$ cat src/core/tsd_regs.vh
// tsd_regs.vh: register offsets, field positions, reset values and timing counts
`ifndef TSD_REGS_VH
`define TSD_REGS_VH

// register indices on the cpu port (12-bit word address)
`define TSD_ADDR_IN_DELAY 12'h000
`define TSD_ADDR_IN_CTRL 12'h001
`define TSD_ADDR_OUT_OFFSET 12'h002
`define TSD_ADDR_OUT_CTRL 12'h003
`define TSD_ADDR_STATUS 12'h004
`define TSD_ADDR_CHAN_BASE 12'h080
`define TSD_ADDR_CHAN_MASK 12'hf80

// stream_input_delay fields
`define TSD_ID_BIT_LSB 0
`define TSD_ID_BIT_MSB 2
`define TSD_ID_CHAN_LSB 3
`define TSD_ID_CHAN_MSB 9
`define TSD_ID_RESET 16'h0000

// stream_input_control fields
`define TSD_IC_RATE_LSB 0
`define TSD_IC_RATE_MSB 2
`define TSD_IC_SAMP_LSB 3
`define TSD_IC_SAMP_MSB 4
`define TSD_IC_RESET 16'h0013

// stream_output_offset fields
`define TSD_OO_FRAC_LSB 0
`define TSD_OO_FRAC_MSB 1
`define TSD_OO_BIT_LSB 2
`define TSD_OO_BIT_MSB 4
`define TSD_OO_CHAN_LSB 5
`define TSD_OO_CHAN_MSB 11
`define TSD_OO_RESET 16'h0000

// stream_output_control fields
`define TSD_OC_RATE_LSB 0
`define TSD_OC_RATE_MSB 2
`define TSD_OC_HADV_LSB 3
`define TSD_OC_HADV_MSB 5
`define TSD_OC_HSTEP_BIT 6
`define TSD_OC_RESET 16'h0003

// status fields
`define TSD_ST_OVF_BIT 0
`define TSD_ST_TPUT_LSB 1
`define TSD_ST_TPUT_MSB 3

// rate codes
`define TSD_RATE_OFF 3'h0
`define TSD_RATE_2M 3'h1
`define TSD_RATE_4M 3'h2
`define TSD_RATE_8M 3'h3

// timing
`define TSD_HIZ_STEP_MAX 3'h4
`define TSD_HIZ_STEP_PS 15200
`define TSD_EDGE_PS 30500
`define TSD_HIZ_NS_STEPS_PER_EDGE (`TSD_EDGE_PS / `TSD_HIZ_STEP_PS)
`define TSD_TPUT_BASE_FRAMES 3'h2
`define TSD_TPUT_ICD_FRAMES 3'h3

`endif

$ cat src/core/tsd_align.v
// tsd_align: one stream's input/output delay alignment and hi-z strobe timing
// What this block does
// - output frame starts on falling output clock edge while output frame pulse low.
// - output frames hold 32, 64 or 128 channels at 2, 4, 8 Mbps.
// - input channel delay in input delay bits 3-9, range by rate.
// - zero input channel delay puts channel 0 first after input boundary.
// - input bit delay 0-7 in bits 0-2; zero delay gives bit 7 first.
// - input sampled at 1/4..4/4 bit via control bits 3-4, default 3/4.
// - output channel delay in offset bits 5-11, range by rate, default zero.
// - output bit delay 0-7 bits from offset bits 2-4.
// - output fractional advance 0 to 3/4 bit from offset bits 0-1.
// - with no bit delay or advance, bit 7 of channel 0 leads.
// - hi-z strobe has one channel-long timeslot per output channel.
// - hi-z strobe works only with drive enable high, else high.
// - hi-z strobe held high all frame when output stream unused.
// - channel marked hi-z drives strobe high for exactly its timeslot.
// - hi-z strobe follows output timing including all programmed delays.
// - strobe advanced up to four steps, 15.2 ns or quarter bit.
// - master mode, zero advance: strobe and data share phase exactly.
// - bypass mode: no phase correction between strobe and data.
// - channel delays add buffering to throughput; bit offsets do not.
// - enabled channel delay counts 1-31, 1-63 or 1-127 by rate.
// - input frame starts on falling input clock edge while frame pulse low.
// - no channel delays: throughput is two frames plus channel difference.
// - input delay makes it three frames minus delay; output delay adds.
`include "tsd_regs.vh"
module tsd_align (
   input wire sys_clk, // 40 MHz system clock
   input wire reset, // synchronous reset, active high
   input wire in_serial_clock, // input clock pin, twice the 8 Mbps rate
   input wire in_frame_pulse, // input frame pulse pin, active low
   input wire serial_data_in, // serial data input pin
   input wire out_serial_clock, // output clock from the timing pll
   input wire out_frame_pulse, // output frame pulse, active low
   input wire output_drive_enable_pin, // hi-z strobes enabled while high
   input wire cpu_req, // one-cycle register access request
   input wire cpu_wr, // 1 write, 0 read
   input wire [11:0] cpu_addr, // register word address
   input wire [15:0] cpu_wdata, // write data
   output reg [15:0] cpu_rdata, // read data, valid with cpu_ack
   output reg cpu_ack, // one-cycle answer pulse
   output reg serial_data_out, // serial data output
   output reg hiz_control_strobe, // high marks a hi-z timeslot
   output wire rx_valid, // received byte available
   input wire rx_ready, // receiver takes the byte
   output wire [7:0] rx_data, // received byte
   output wire [6:0] rx_chan // channel of the received byte
);
   reg [15:0] in_delay_q;
   reg [15:0] in_ctrl_q;
   reg [15:0] out_offset_q;
   reg [15:0] out_ctrl_q;
   reg [127:0] hiz_map_q;
   reg ovf_q;
   reg [2:0] ick_s1, ick_s2, ick_s3;
   reg [1:0] ifp_s, idat_s;
   reg [2:0] ock_s1;
   reg [1:0] ock_s2;
   reg ock_s3;
   reg [1:0] ofp_s, ode_s;
   reg [11:0] icnt_q;
   reg [11:0] ocnt_q;
   reg [7:0] ishift_q;
   reg rx_push_q;
   reg [14:0] rx_word_q;
   reg cpu_rd_mem_q;
   reg [15:0] cpu_rd_mux;
   reg [3:0] opipe_q;
   reg [6:0] cpu_mem_idx_q;

   wire buf_in_ready;
   wire [7:0] mem_a_q;
   wire [7:0] mem_b_q;

   // stream's own rate: quarter bit = 1 << sh edges of the 2x clock
   function [1:0] f_sh;
      input [2:0] rate;
      begin
         case (rate)
            `TSD_RATE_8M: f_sh = 2'h0;
            `TSD_RATE_4M: f_sh = 2'h1;
            default: f_sh = 2'h2;
         endcase
      end
   endfunction

   // channel and bit delay as clock edges
   function [11:0] f_dly;
      input [6:0] cd;
      input [2:0] bd;
      input [1:0] sh;
      begin
         f_dly = {cd, bd, 2'b00} << sh;
      end
   endfunction

   // quarter-bit count as clock edges
   function [11:0] f_qtr;
      input [2:0] q;
      input [1:0] sh;
      begin
         f_qtr = {9'h000, q} << sh;
      end
   endfunction

   // edge index inside the current bit
   function [4:0] f_sub;
      input [11:0] pos;
      input [1:0] sh;
      begin
         case (sh)
            2'h0: f_sub = {3'h0, pos[1:0]};
            2'h1: f_sub = {2'h0, pos[2:0]};
            default: f_sub = {1'b0, pos[3:0]};
         endcase
      end
   endfunction

   // bit counter from frame start: [9:3] channel, [2:0] bit slot
   function [9:0] f_slot;
      input [11:0] pos;
      input [1:0] sh;
      reg [11:0] t;
      begin
         t = pos >> sh;
         f_slot = t[11:2];
      end
   endfunction

   // field views
   wire [2:0] in_rate = in_ctrl_q[`TSD_IC_RATE_MSB:`TSD_IC_RATE_LSB];
   wire [1:0] in_samp = in_ctrl_q[`TSD_IC_SAMP_MSB:`TSD_IC_SAMP_LSB];
   wire [6:0] in_cd = in_delay_q[`TSD_ID_CHAN_MSB:`TSD_ID_CHAN_LSB];
   wire [2:0] in_bd = in_delay_q[`TSD_ID_BIT_MSB:`TSD_ID_BIT_LSB];
   wire [2:0] out_rate = out_ctrl_q[`TSD_OC_RATE_MSB:`TSD_OC_RATE_LSB];
   wire [2:0] hadv_raw = out_ctrl_q[`TSD_OC_HADV_MSB:`TSD_OC_HADV_LSB];
   wire hstep_qtr = out_ctrl_q[`TSD_OC_HSTEP_BIT];
   wire [6:0] out_cd = out_offset_q[`TSD_OO_CHAN_MSB:`TSD_OO_CHAN_LSB];
   wire [2:0] out_bd = out_offset_q[`TSD_OO_BIT_MSB:`TSD_OO_BIT_LSB];
   wire [1:0] out_frac = out_offset_q[`TSD_OO_FRAC_MSB:`TSD_OO_FRAC_LSB];
   wire [1:0] ish = f_sh(in_rate);
   wire [1:0] osh = f_sh(out_rate);

   // pin synchronisers; stage 1 feeds stage 2 only
   always @(posedge sys_clk)
   begin
      if (reset)
      begin
         ick_s1 <= 3'h7;
         ick_s2 <= 3'h7;
         ick_s3 <= 3'h7;
         ifp_s <= 2'h3;
         idat_s <= 2'h0;
         ock_s1 <= 3'h7;
         ock_s2 <= 2'h3;
         ock_s3 <= 1'b1;
         ofp_s <= 2'h3;
         ode_s <= 2'h0;
      end
      else
      begin
         ick_s1 <= {ick_s1[1:0], in_serial_clock};
         ick_s2 <= {ick_s2[1:0], ick_s1[1]};
         ick_s3 <= ick_s2;
         ifp_s <= {ifp_s[0], in_frame_pulse};
         idat_s <= {idat_s[0], serial_data_in};
         ock_s1 <= {ock_s1[1:0], out_serial_clock};
         ock_s2 <= {ock_s2[0], ock_s1[1]};
         ock_s3 <= ock_s2[1];
         ofp_s <= {ofp_s[0], out_frame_pulse};
         ode_s <= {ode_s[0], output_drive_enable_pin};
      end
   end

   wire ick = ick_s2[0];
   wire ick_d = ick_s3[0];
   wire ock = ock_s2[1];
   wire i_edge = ick != ick_d;
   wire o_edge = ock != ock_s3;
   wire i_bound = ick_d && !ick && !ifp_s[1];
   wire o_bound = ock_s3 && !ock && !ofp_s[1];

   // edge counters; a 4096-edge frame is 125 us at every rate
   always @(posedge sys_clk)
   begin
      if (reset)
      begin
         icnt_q <= 12'h000;
         ocnt_q <= 12'h000;
      end
      else
      begin
         if (i_bound)
            icnt_q <= 12'h000;
         else if (i_edge)
            icnt_q <= icnt_q + 12'h001;
         if (o_bound)
            ocnt_q <= 12'h000;
         else if (o_edge)
            ocnt_q <= ocnt_q + 12'h001;
      end
   end

   // input side: shift own boundary back by the delay in own bit periods
   wire [11:0] ipos = icnt_q - f_dly(in_cd, in_bd, ish);
   wire [9:0] islot = f_slot(ipos, ish);
   wire [4:0] isub = f_sub(ipos, ish);
   wire [4:0] isamp_at = (({3'h0, in_samp} + 5'h01) << ish) - 5'h01;
   wire i_sample = (i_edge || i_bound) && (isub == isamp_at) && (in_rate != `TSD_RATE_OFF);

   always @(posedge sys_clk)
   begin
      if (reset)
      begin
         ishift_q <= 8'h00;
         rx_push_q <= 1'b0;
         rx_word_q <= 15'h0000;
         ovf_q <= 1'b0;
      end
      else
      begin
         rx_push_q <= 1'b0;
         if (i_sample)
         begin
            ishift_q <= {ishift_q[6:0], idat_s[1]}; // bit 7 first
            if (islot[2:0] == 3'h7)
            begin
               rx_push_q <= 1'b1;
               rx_word_q <= {islot[9:3], ishift_q[6:0], idat_s[1]};
            end
         end
         // a full buffer drops the byte; the set wins over a clear
         if (rx_push_q && !buf_in_ready)
            ovf_q <= 1'b1;
         else if (cpu_req && cpu_wr && cpu_addr == `TSD_ADDR_STATUS
                  && cpu_wdata[`TSD_ST_OVF_BIT])
            ovf_q <= 1'b0;
      end
   end

   tsd_buf2 #(
      .WIDTH(15)
   ) u_rx_buf (
      .sys_clk(sys_clk),
      .reset(reset),
      .in_valid(rx_push_q),
      .in_ready(buf_in_ready),
      .in_data(rx_word_q),
      .out_valid(rx_valid),
      .out_ready(rx_ready),
      .out_data({rx_chan, rx_data})
   );

   // output side: delay then advance, all in own quarter bits
   wire [11:0] odly = f_dly(out_cd, out_bd, osh);
   wire [11:0] opos = ocnt_q - odly + f_qtr({1'b0, out_frac}, osh);
   wire [9:0] oslot = f_slot(opos, osh);
   // strobe advance: quarter-bit steps, or 15.2 ns steps counted in 8 Mbps edges
   wire [2:0] hsteps = (hadv_raw > `TSD_HIZ_STEP_MAX) ? `TSD_HIZ_STEP_MAX : hadv_raw;
   wire [31:0] hadv_ns = hsteps / `TSD_HIZ_NS_STEPS_PER_EDGE;
   wire [11:0] hadv = hstep_qtr ? f_qtr(hsteps, osh) : hadv_ns[11:0];
   wire [11:0] hpos = opos + hadv;
   wire [9:0] hslot = f_slot(hpos, osh);

   tsd_chan_mem u_chan_mem (
      .sys_clk(sys_clk),
      .wr_en(cpu_req && cpu_wr && (cpu_addr & `TSD_ADDR_CHAN_MASK) == `TSD_ADDR_CHAN_BASE),
      .wr_addr(cpu_addr[6:0]),
      .wr_data(cpu_wdata[7:0]),
      .rd_a_addr(oslot[9:3]),
      .rd_a_data(mem_a_q),
      .rd_b_addr(cpu_addr[6:0]),
      .rd_b_data(mem_b_q)
   );

   // bit index and hi-z flag wait for the memory read, so data and strobe never drift apart
   always @(posedge sys_clk)
   begin
      if (reset)
      begin
         opipe_q <= 4'hf;
         serial_data_out <= 1'b1;
         hiz_control_strobe <= 1'b1;
      end
      else
      begin
         opipe_q <= {hiz_map_q[hslot[9:3]], ~oslot[2:0]};
         serial_data_out <= mem_a_q[opipe_q[2:0]];
         if (!ode_s[1])
            hiz_control_strobe <= 1'b1;
         else if (out_rate == `TSD_RATE_OFF)
            hiz_control_strobe <= 1'b1;
         else
            hiz_control_strobe <= opipe_q[3];
      end
   end

   // throughput frames: extra buffer frame when input channel delay is in use
   wire [2:0] tput_frames = (in_cd != 7'h00) ? `TSD_TPUT_ICD_FRAMES
                                             : `TSD_TPUT_BASE_FRAMES;

   // cpu register port
   always @(posedge sys_clk)
   begin
      if (reset)
      begin
         in_delay_q <= `TSD_ID_RESET;
         in_ctrl_q <= `TSD_IC_RESET;
         out_offset_q <= `TSD_OO_RESET;
         out_ctrl_q <= `TSD_OC_RESET;
         hiz_map_q <= 128'h0;
         cpu_ack <= 1'b0;
         cpu_rdata <= 16'h0000;
         cpu_rd_mem_q <= 1'b0;
         cpu_mem_idx_q <= 7'h00;
      end
      else
      begin
         cpu_ack <= 1'b0;
         cpu_rd_mem_q <= 1'b0;
         if (cpu_rd_mem_q)
         begin
            cpu_ack <= 1'b1;
            cpu_rdata <= {7'h00, hiz_map_q[cpu_mem_idx_q], mem_b_q};
         end
         else if (cpu_req)
         begin
            if ((cpu_addr & `TSD_ADDR_CHAN_MASK) == `TSD_ADDR_CHAN_BASE && !cpu_wr)
            begin
               cpu_rd_mem_q <= 1'b1;
               cpu_mem_idx_q <= cpu_addr[6:0];
            end
            else
            begin
               cpu_ack <= 1'b1;
               cpu_rdata <= cpu_rd_mux;
            end
            if (cpu_wr)
            begin
               case (cpu_addr)
                  `TSD_ADDR_IN_DELAY: in_delay_q <= {6'h00, cpu_wdata[9:0]};
                  `TSD_ADDR_IN_CTRL: in_ctrl_q <= {11'h000, cpu_wdata[4:0]};
                  `TSD_ADDR_OUT_OFFSET: out_offset_q <= {4'h0, cpu_wdata[11:0]};
                  `TSD_ADDR_OUT_CTRL: out_ctrl_q <= {9'h000, cpu_wdata[6:0]};
                  default:
                  begin
                     if ((cpu_addr & `TSD_ADDR_CHAN_MASK) == `TSD_ADDR_CHAN_BASE)
                        hiz_map_q[cpu_addr[6:0]] <= cpu_wdata[8];
                  end
               endcase
            end
         end
      end
   end

   // register read mux, unmapped reads give zero
   always @*
   begin
      case (cpu_addr)
         `TSD_ADDR_IN_DELAY: cpu_rd_mux = in_delay_q;
         `TSD_ADDR_IN_CTRL: cpu_rd_mux = in_ctrl_q;
         `TSD_ADDR_OUT_OFFSET: cpu_rd_mux = out_offset_q;
         `TSD_ADDR_OUT_CTRL: cpu_rd_mux = out_ctrl_q;
         `TSD_ADDR_STATUS: cpu_rd_mux = {12'h000, tput_frames, ovf_q};
         default: cpu_rd_mux = 16'h0000;
      endcase
   end
endmodule // tsd_align

$ cat src/core/tsd_chan_mem.v
// tsd_chan_mem: 128 x 8 outgoing channel byte memory with registered reads
module tsd_chan_mem (
   input wire sys_clk, // system clock
   input wire wr_en, // write strobe
   input wire [6:0] wr_addr, // write channel
   input wire [7:0] wr_data, // write byte
   input wire [6:0] rd_a_addr, // serialiser read channel
   output reg [7:0] rd_a_data, // serialiser read byte
   input wire [6:0] rd_b_addr, // cpu read channel
   output reg [7:0] rd_b_data // cpu read byte
);
   reg [7:0] mem [0:127];

   always @(posedge sys_clk)
   begin
      if (wr_en)
      begin
         mem[wr_addr] <= wr_data;
      end
      rd_a_data <= mem[rd_a_addr];
      rd_b_data <= mem[rd_b_addr];
   end
endmodule // tsd_chan_mem

$ cat src/core/tsd_buf2.v
// tsd_buf2: two-entry valid/ready buffer with registered outputs
module tsd_buf2 #(
   parameter WIDTH = 15
) (
   input wire sys_clk, // system clock
   input wire reset, // synchronous, active high
   input wire in_valid, // word offered
   output reg in_ready, // room for a word
   input wire [WIDTH-1:0] in_data, // offered word
   output reg out_valid, // head word valid
   input wire out_ready, // consumer takes head
   output reg [WIDTH-1:0] out_data // head word
);
   reg [WIDTH-1:0] spare_q;
   reg spare_valid_q;
   wire push;
   wire pop;

   assign push = in_valid && in_ready;
   assign pop = out_valid && out_ready;

   always @(posedge sys_clk)
   begin
      if (reset)
      begin
         out_valid <= 1'b0;
         spare_valid_q <= 1'b0;
         in_ready <= 1'b1;
         out_data <= {WIDTH{1'b0}};
         spare_q <= {WIDTH{1'b0}};
      end
      else
      begin
         if (pop)
         begin
            if (spare_valid_q)
            begin
               out_data <= spare_q;
               out_valid <= 1'b1;
               spare_valid_q <= push;
               spare_q <= in_data;
            end
            else
            begin
               out_valid <= push;
               out_data <= in_data;
            end
            in_ready <= 1'b1;
         end
         else if (push)
         begin
            if (!out_valid)
            begin
               out_valid <= 1'b1;
               out_data <= in_data;
            end
            else
            begin
               spare_valid_q <= 1'b1;
               spare_q <= in_data;
               in_ready <= 1'b0;
            end
         end
      end
   end
endmodule // tsd_buf2

$ cat config.mk
export PLATFORM = sky130hd
export DESIGN_NAME = tsd_align
export DESIGN_NICKNAME = d
export VERILOG_FILES = /design/src/core/tsd_align.v /design/src/core/tsd_chan_mem.v /design/src/core/tsd_buf2.v
export VERILOG_INCLUDE_DIRS = /design/src /design/src/core
export SDC_FILE = /design/constraint.sdc
export NUM_CORES = 2
export LEC_CHECK = 0
export BUFFER_PORTS_ARGS = -buffer_cell sky130_fd_sc_hd__buf_2
export CORE_ASPECT_RATIO = 2
export CORE_MARGIN = 1
export CORE_UTILIZATION = 62
export CTS_CLUSTER_DIAMETER = 60
export CTS_CLUSTER_SIZE = 14
export DETAILED_ROUTE_END_ITERATION = 10
export PLACE_DENSITY_LB_ADDON = 0.3
export SYNTH_ARGS = -nofsm -noshare
export SYNTH_HDL_FRONTEND = slang
export SYNTH_HIERARCHICAL = 1
export SYNTH_SLANG_ARGS = --single-unit
$ cat constraint.sdc
create_clock -name sys_clk -period 17.4 [get_ports sys_clk]
set_clock_uncertainty 0.15 [all_clocks]
set_input_delay 3.48 -clock sys_clk [delete_from_list [all_inputs] [get_ports sys_clk]]
set_output_delay 3.48 -clock sys_clk [all_outputs]
set_load 0.01 [all_outputs]
==> flow_summary_export.csv <==
group,metric,value,unit
layout,nets,3996,
detailed_routing,dr.pass1.iters,6,
place,dp_slack,9120,ps
timing,setup_viol,0,
detailed_routing,ant_nets,0,
logic_synthesis,post_synth_main_area_contributors,"edfxtp_1 48%, mux4_2 25%, dfxtp_1 9.4%, mux2i_1 2.4%, a21oi_1 1.8%",
global_route,number_of_global_route_vias_before_repair,40500,
logic_synthesis,synthArstFlopShare,0,%
clock_tree,post-cts-setup-buffers,0,
timing,finalHoldViolations,0,
place,dpl.hpwl,114,mm
detailed_routing,detail_route.wirelength,180,mm
logic_synthesis,postSynth.topFlopCell,"edfxtp_1",
status,outcome,"completed",
global_route,pin_count_of_the_biggest_net_entering_global_routing,148,
timing,finalSetupTns,0,ps
timing,rsz0062_at_grt,"no",
logic_synthesis,synth_top_area_share,47.9,%
die,die_area,105000,sq um
layout,ff_latch_area,36800,sq um
job,drv_cap,0,
timing,hold-worst-slack,252,ps
critical_path,critPathKind,"reg -> reg",
clock_tree,cts_made_buffers,105,
clock_tree,cts_num_sinks,1327,
logic_synthesis,ys_ff_latch,1327,
die,die_w,230,um
clock_tree,path_clk_slew,70,ps
critical_path,critical_path_arrival,8550,ps
clock_tree,post_cts_hold_buffer_count,0,
timing,timing.final.ws_setup,9330,ps
clock_tree,h-tree-depth,3,
critical_path,setup.worst_path.start_class,"register",
logic_synthesis,synth_enable_flop_cells,1024,
clock_tree,clock_tree_root_driver_cell,"clkbuf_16",
layout,multi_input_area,26000,sq um
layout,finalCoreUtilization,66.9,%
logic_synthesis,synthesis.area_per_instance,16.1,sq um
clock_tree,clk-insertion-delay-late,760,ps
pwr,irDropWorstVdd,0.0877,mV
timing,slew_viol_final,0,
detailed_routing,drt_drc_violations_left,0,
logic_synthesis,cell_taking_the_most_area_after_synthesis,"edfxtp_1",
global_route,grtUsageTotal,35.1,%
layout,area_delta_synth_final,6.76,%
layout,nFillCells,6624,
die,die-height,457,um
layout,final_cell_mix,"1,024 x edfxtp_1, 716 x mux4_2, 302 x dfxtp_1, 289 x nor2_1, 223 x a21oi_1",
pwr,power.density,92.1,nW/um^2
detailed_routing,avgViaCountPerCell,7.44,
timing,finalCritPeriodShare,46.4,%
timing,worst_pin_slew,1330,ps
detailed_routing,dr_total_vias,39600,
die,boundaryPins,74,
clock_tree,cts.repair.resized,0,
layout,layout_commonest_cell,"edfxtp_1",
place,gp_congestion,0.891,
logic_synthesis,yosysSeqAreaShare,57.3,%
detailed_routing,iter_0_drt_violations,4796,
die,floorplan.initialDensity,62.7,%
place,port_buffers,65,
logic_synthesis,synth_area,64200,sq um
critical_path,timing.critical_path.required,17880,ps
place,post_dp_cell_area,65600,sq um
global_route,gr-total-overflow,0,
logic_synthesis,yosys.cell_types.count,77,
layout,post_route_cells_drive_above_1_share,26.9,%
layout,final_cell_area,68500,sq um
min_path,hold_path_class,"reg -> reg",
critical_path,critical_path_peak_fanout,41,
global_route,grt_first_pass_wirelength,266,mm
die,core_area,102000,sq um
timing,finalWorstPathRequiredPeriod,8070,ps
critical_path,timing.critical_path.to_type,"register",
logic_synthesis,synthesis.instances,3978,
timing,fmax,124,MHz
logic_synthesis,yosys_warnings,6,
clock_tree,clock_tree.buffer_depth,3,
detailed_routing,routed_wire_length_per_instance,33.8,um
clock_tree,clock_tree_from_tritoncts,"done",
pwr,leakagePower,21.5,nW
die,standard_cell_rows,166,
global_route,grt_antenna_before_repair,12,
timing,worst_slew_slack_as_a_fraction_of_its_limit,10.7,%
-- registers in the layout (all words and copies together), names as in the netlist, 8 cells and up --
register              count
cpu_rdata                12
hiz_map_q               128
icnt_q                   12
in_delay_q               10
ocnt_q                   12
out_offset_q             12
rx_word_q                15
u_chan_mem/mem         1024
u_chan_mem/rd_a_data      8
u_chan_mem/rd_b_data      8
u_rx_buf/out_data        15
u_rx_buf/spare_q         15
-- routing by layer --
metal  up-vias  track usage (%)  wire length (um)
li1      16000                -                 -
met1     20300             39.0             55100
met2      2572             59.8             93200
met3       739             6.06             15000
met4         8             27.0             16400
met5         -                0                55
-- metrics by stage --
stage	cells	power, W
2_1_floorplan	3983	0.00393
3_3_place_gp	5153	0.00413
3_5_place_dp	5153	0.00414
4_1_cts	5309	0.00633
5_1_grt	5311	0.00646
6_report	5320	0.00631
-- worst paths after layout --
path            startpoint                       to  slack (ps)  cells past startpoint
max          out_ctrl_q[2]  u_chan_mem/rd_a_data[3]        9330                     18
min               ode_s[1]       hiz_control_strobe         250                      1
max reg2reg  out_ctrl_q[2]  u_chan_mem/rd_a_data[3]        9330                     18
min reg2reg       ode_s[1]       hiz_control_strobe         250                      1
-- synth_stat cells (6+ instances only) --
library cell and count:
o22ai_1 11, and2_1 9, or3_1 11, nand2_1 120, o21a_1 12, mux2i_1 154, nor3_1 36, o22a_1 8
xor2_1 17, nand2b_1 48, mux2_2 43, nor2_1 290, o21ai_0 164, nand4_1 11, nor2b_1 29, mux4_2 716
a21oi_1 225, edfxtp_1 1024, o221a_2 14, buf_6 11, a21o_1 6, inv_1 29, or2_2 18, buf_1 51
xnor2_1 22, a211o_1 12, nand3b_1 7, buf_2 30, ha_1 38, and3_1 18, nand3_1 173, a211oi_1 13
buf_4 32, clkbuf_1 184, dfxtp_1 303, o211ai_1 9
-- report_power, final --
part	switching [W]	internal, W
Combinational	0.000376	0.000285
Clock	0.00109	0.00113
Sequential	0.00000775	0.00342
Total	0.00148	0.00484
-- cell families after synthesis --
family	share of synthesized area, %
xor gates and xnor gates	0.532
buffers and inverters	2.38
muxes	28.4
and+or+nand+nor	5.77
DFF	57.3
other	0.00584
adders and majority gates	0.834
AOI/OAI and AO/OA	4.79
-- area by class of cell --
type | instances | share of cell area [%]
inverters | 30 | 0.164
multi-input cells | 2317 | 38.0
clock inverters | 6 | 0.137
well taps | 1344 | 2.45
flip-flops and latches | 1327 | 53.7
diodes | 11 | 0.0402
clock buffers | 150 | 4.17
repair buffers | 135 | 1.37
-- worst max-delay path, cell delays in order, from the launching register on --
cell      delay (ps)
dfxtp_1          380
nand2b_2         770
nor2_1           170
fa_1             560
inv_1             40
ha_1             370
a21o_1           220
a31o_2           220
a21oi_1          170
xnor2_1          220
a21oi_1          170
o21ai_4          150
buf_4            640
buf_4            800
buf_4            730
mux4_2           600
mux4_2           540
mux4_2           640
mux2_2           320
(Power assumes the default switching activity.)
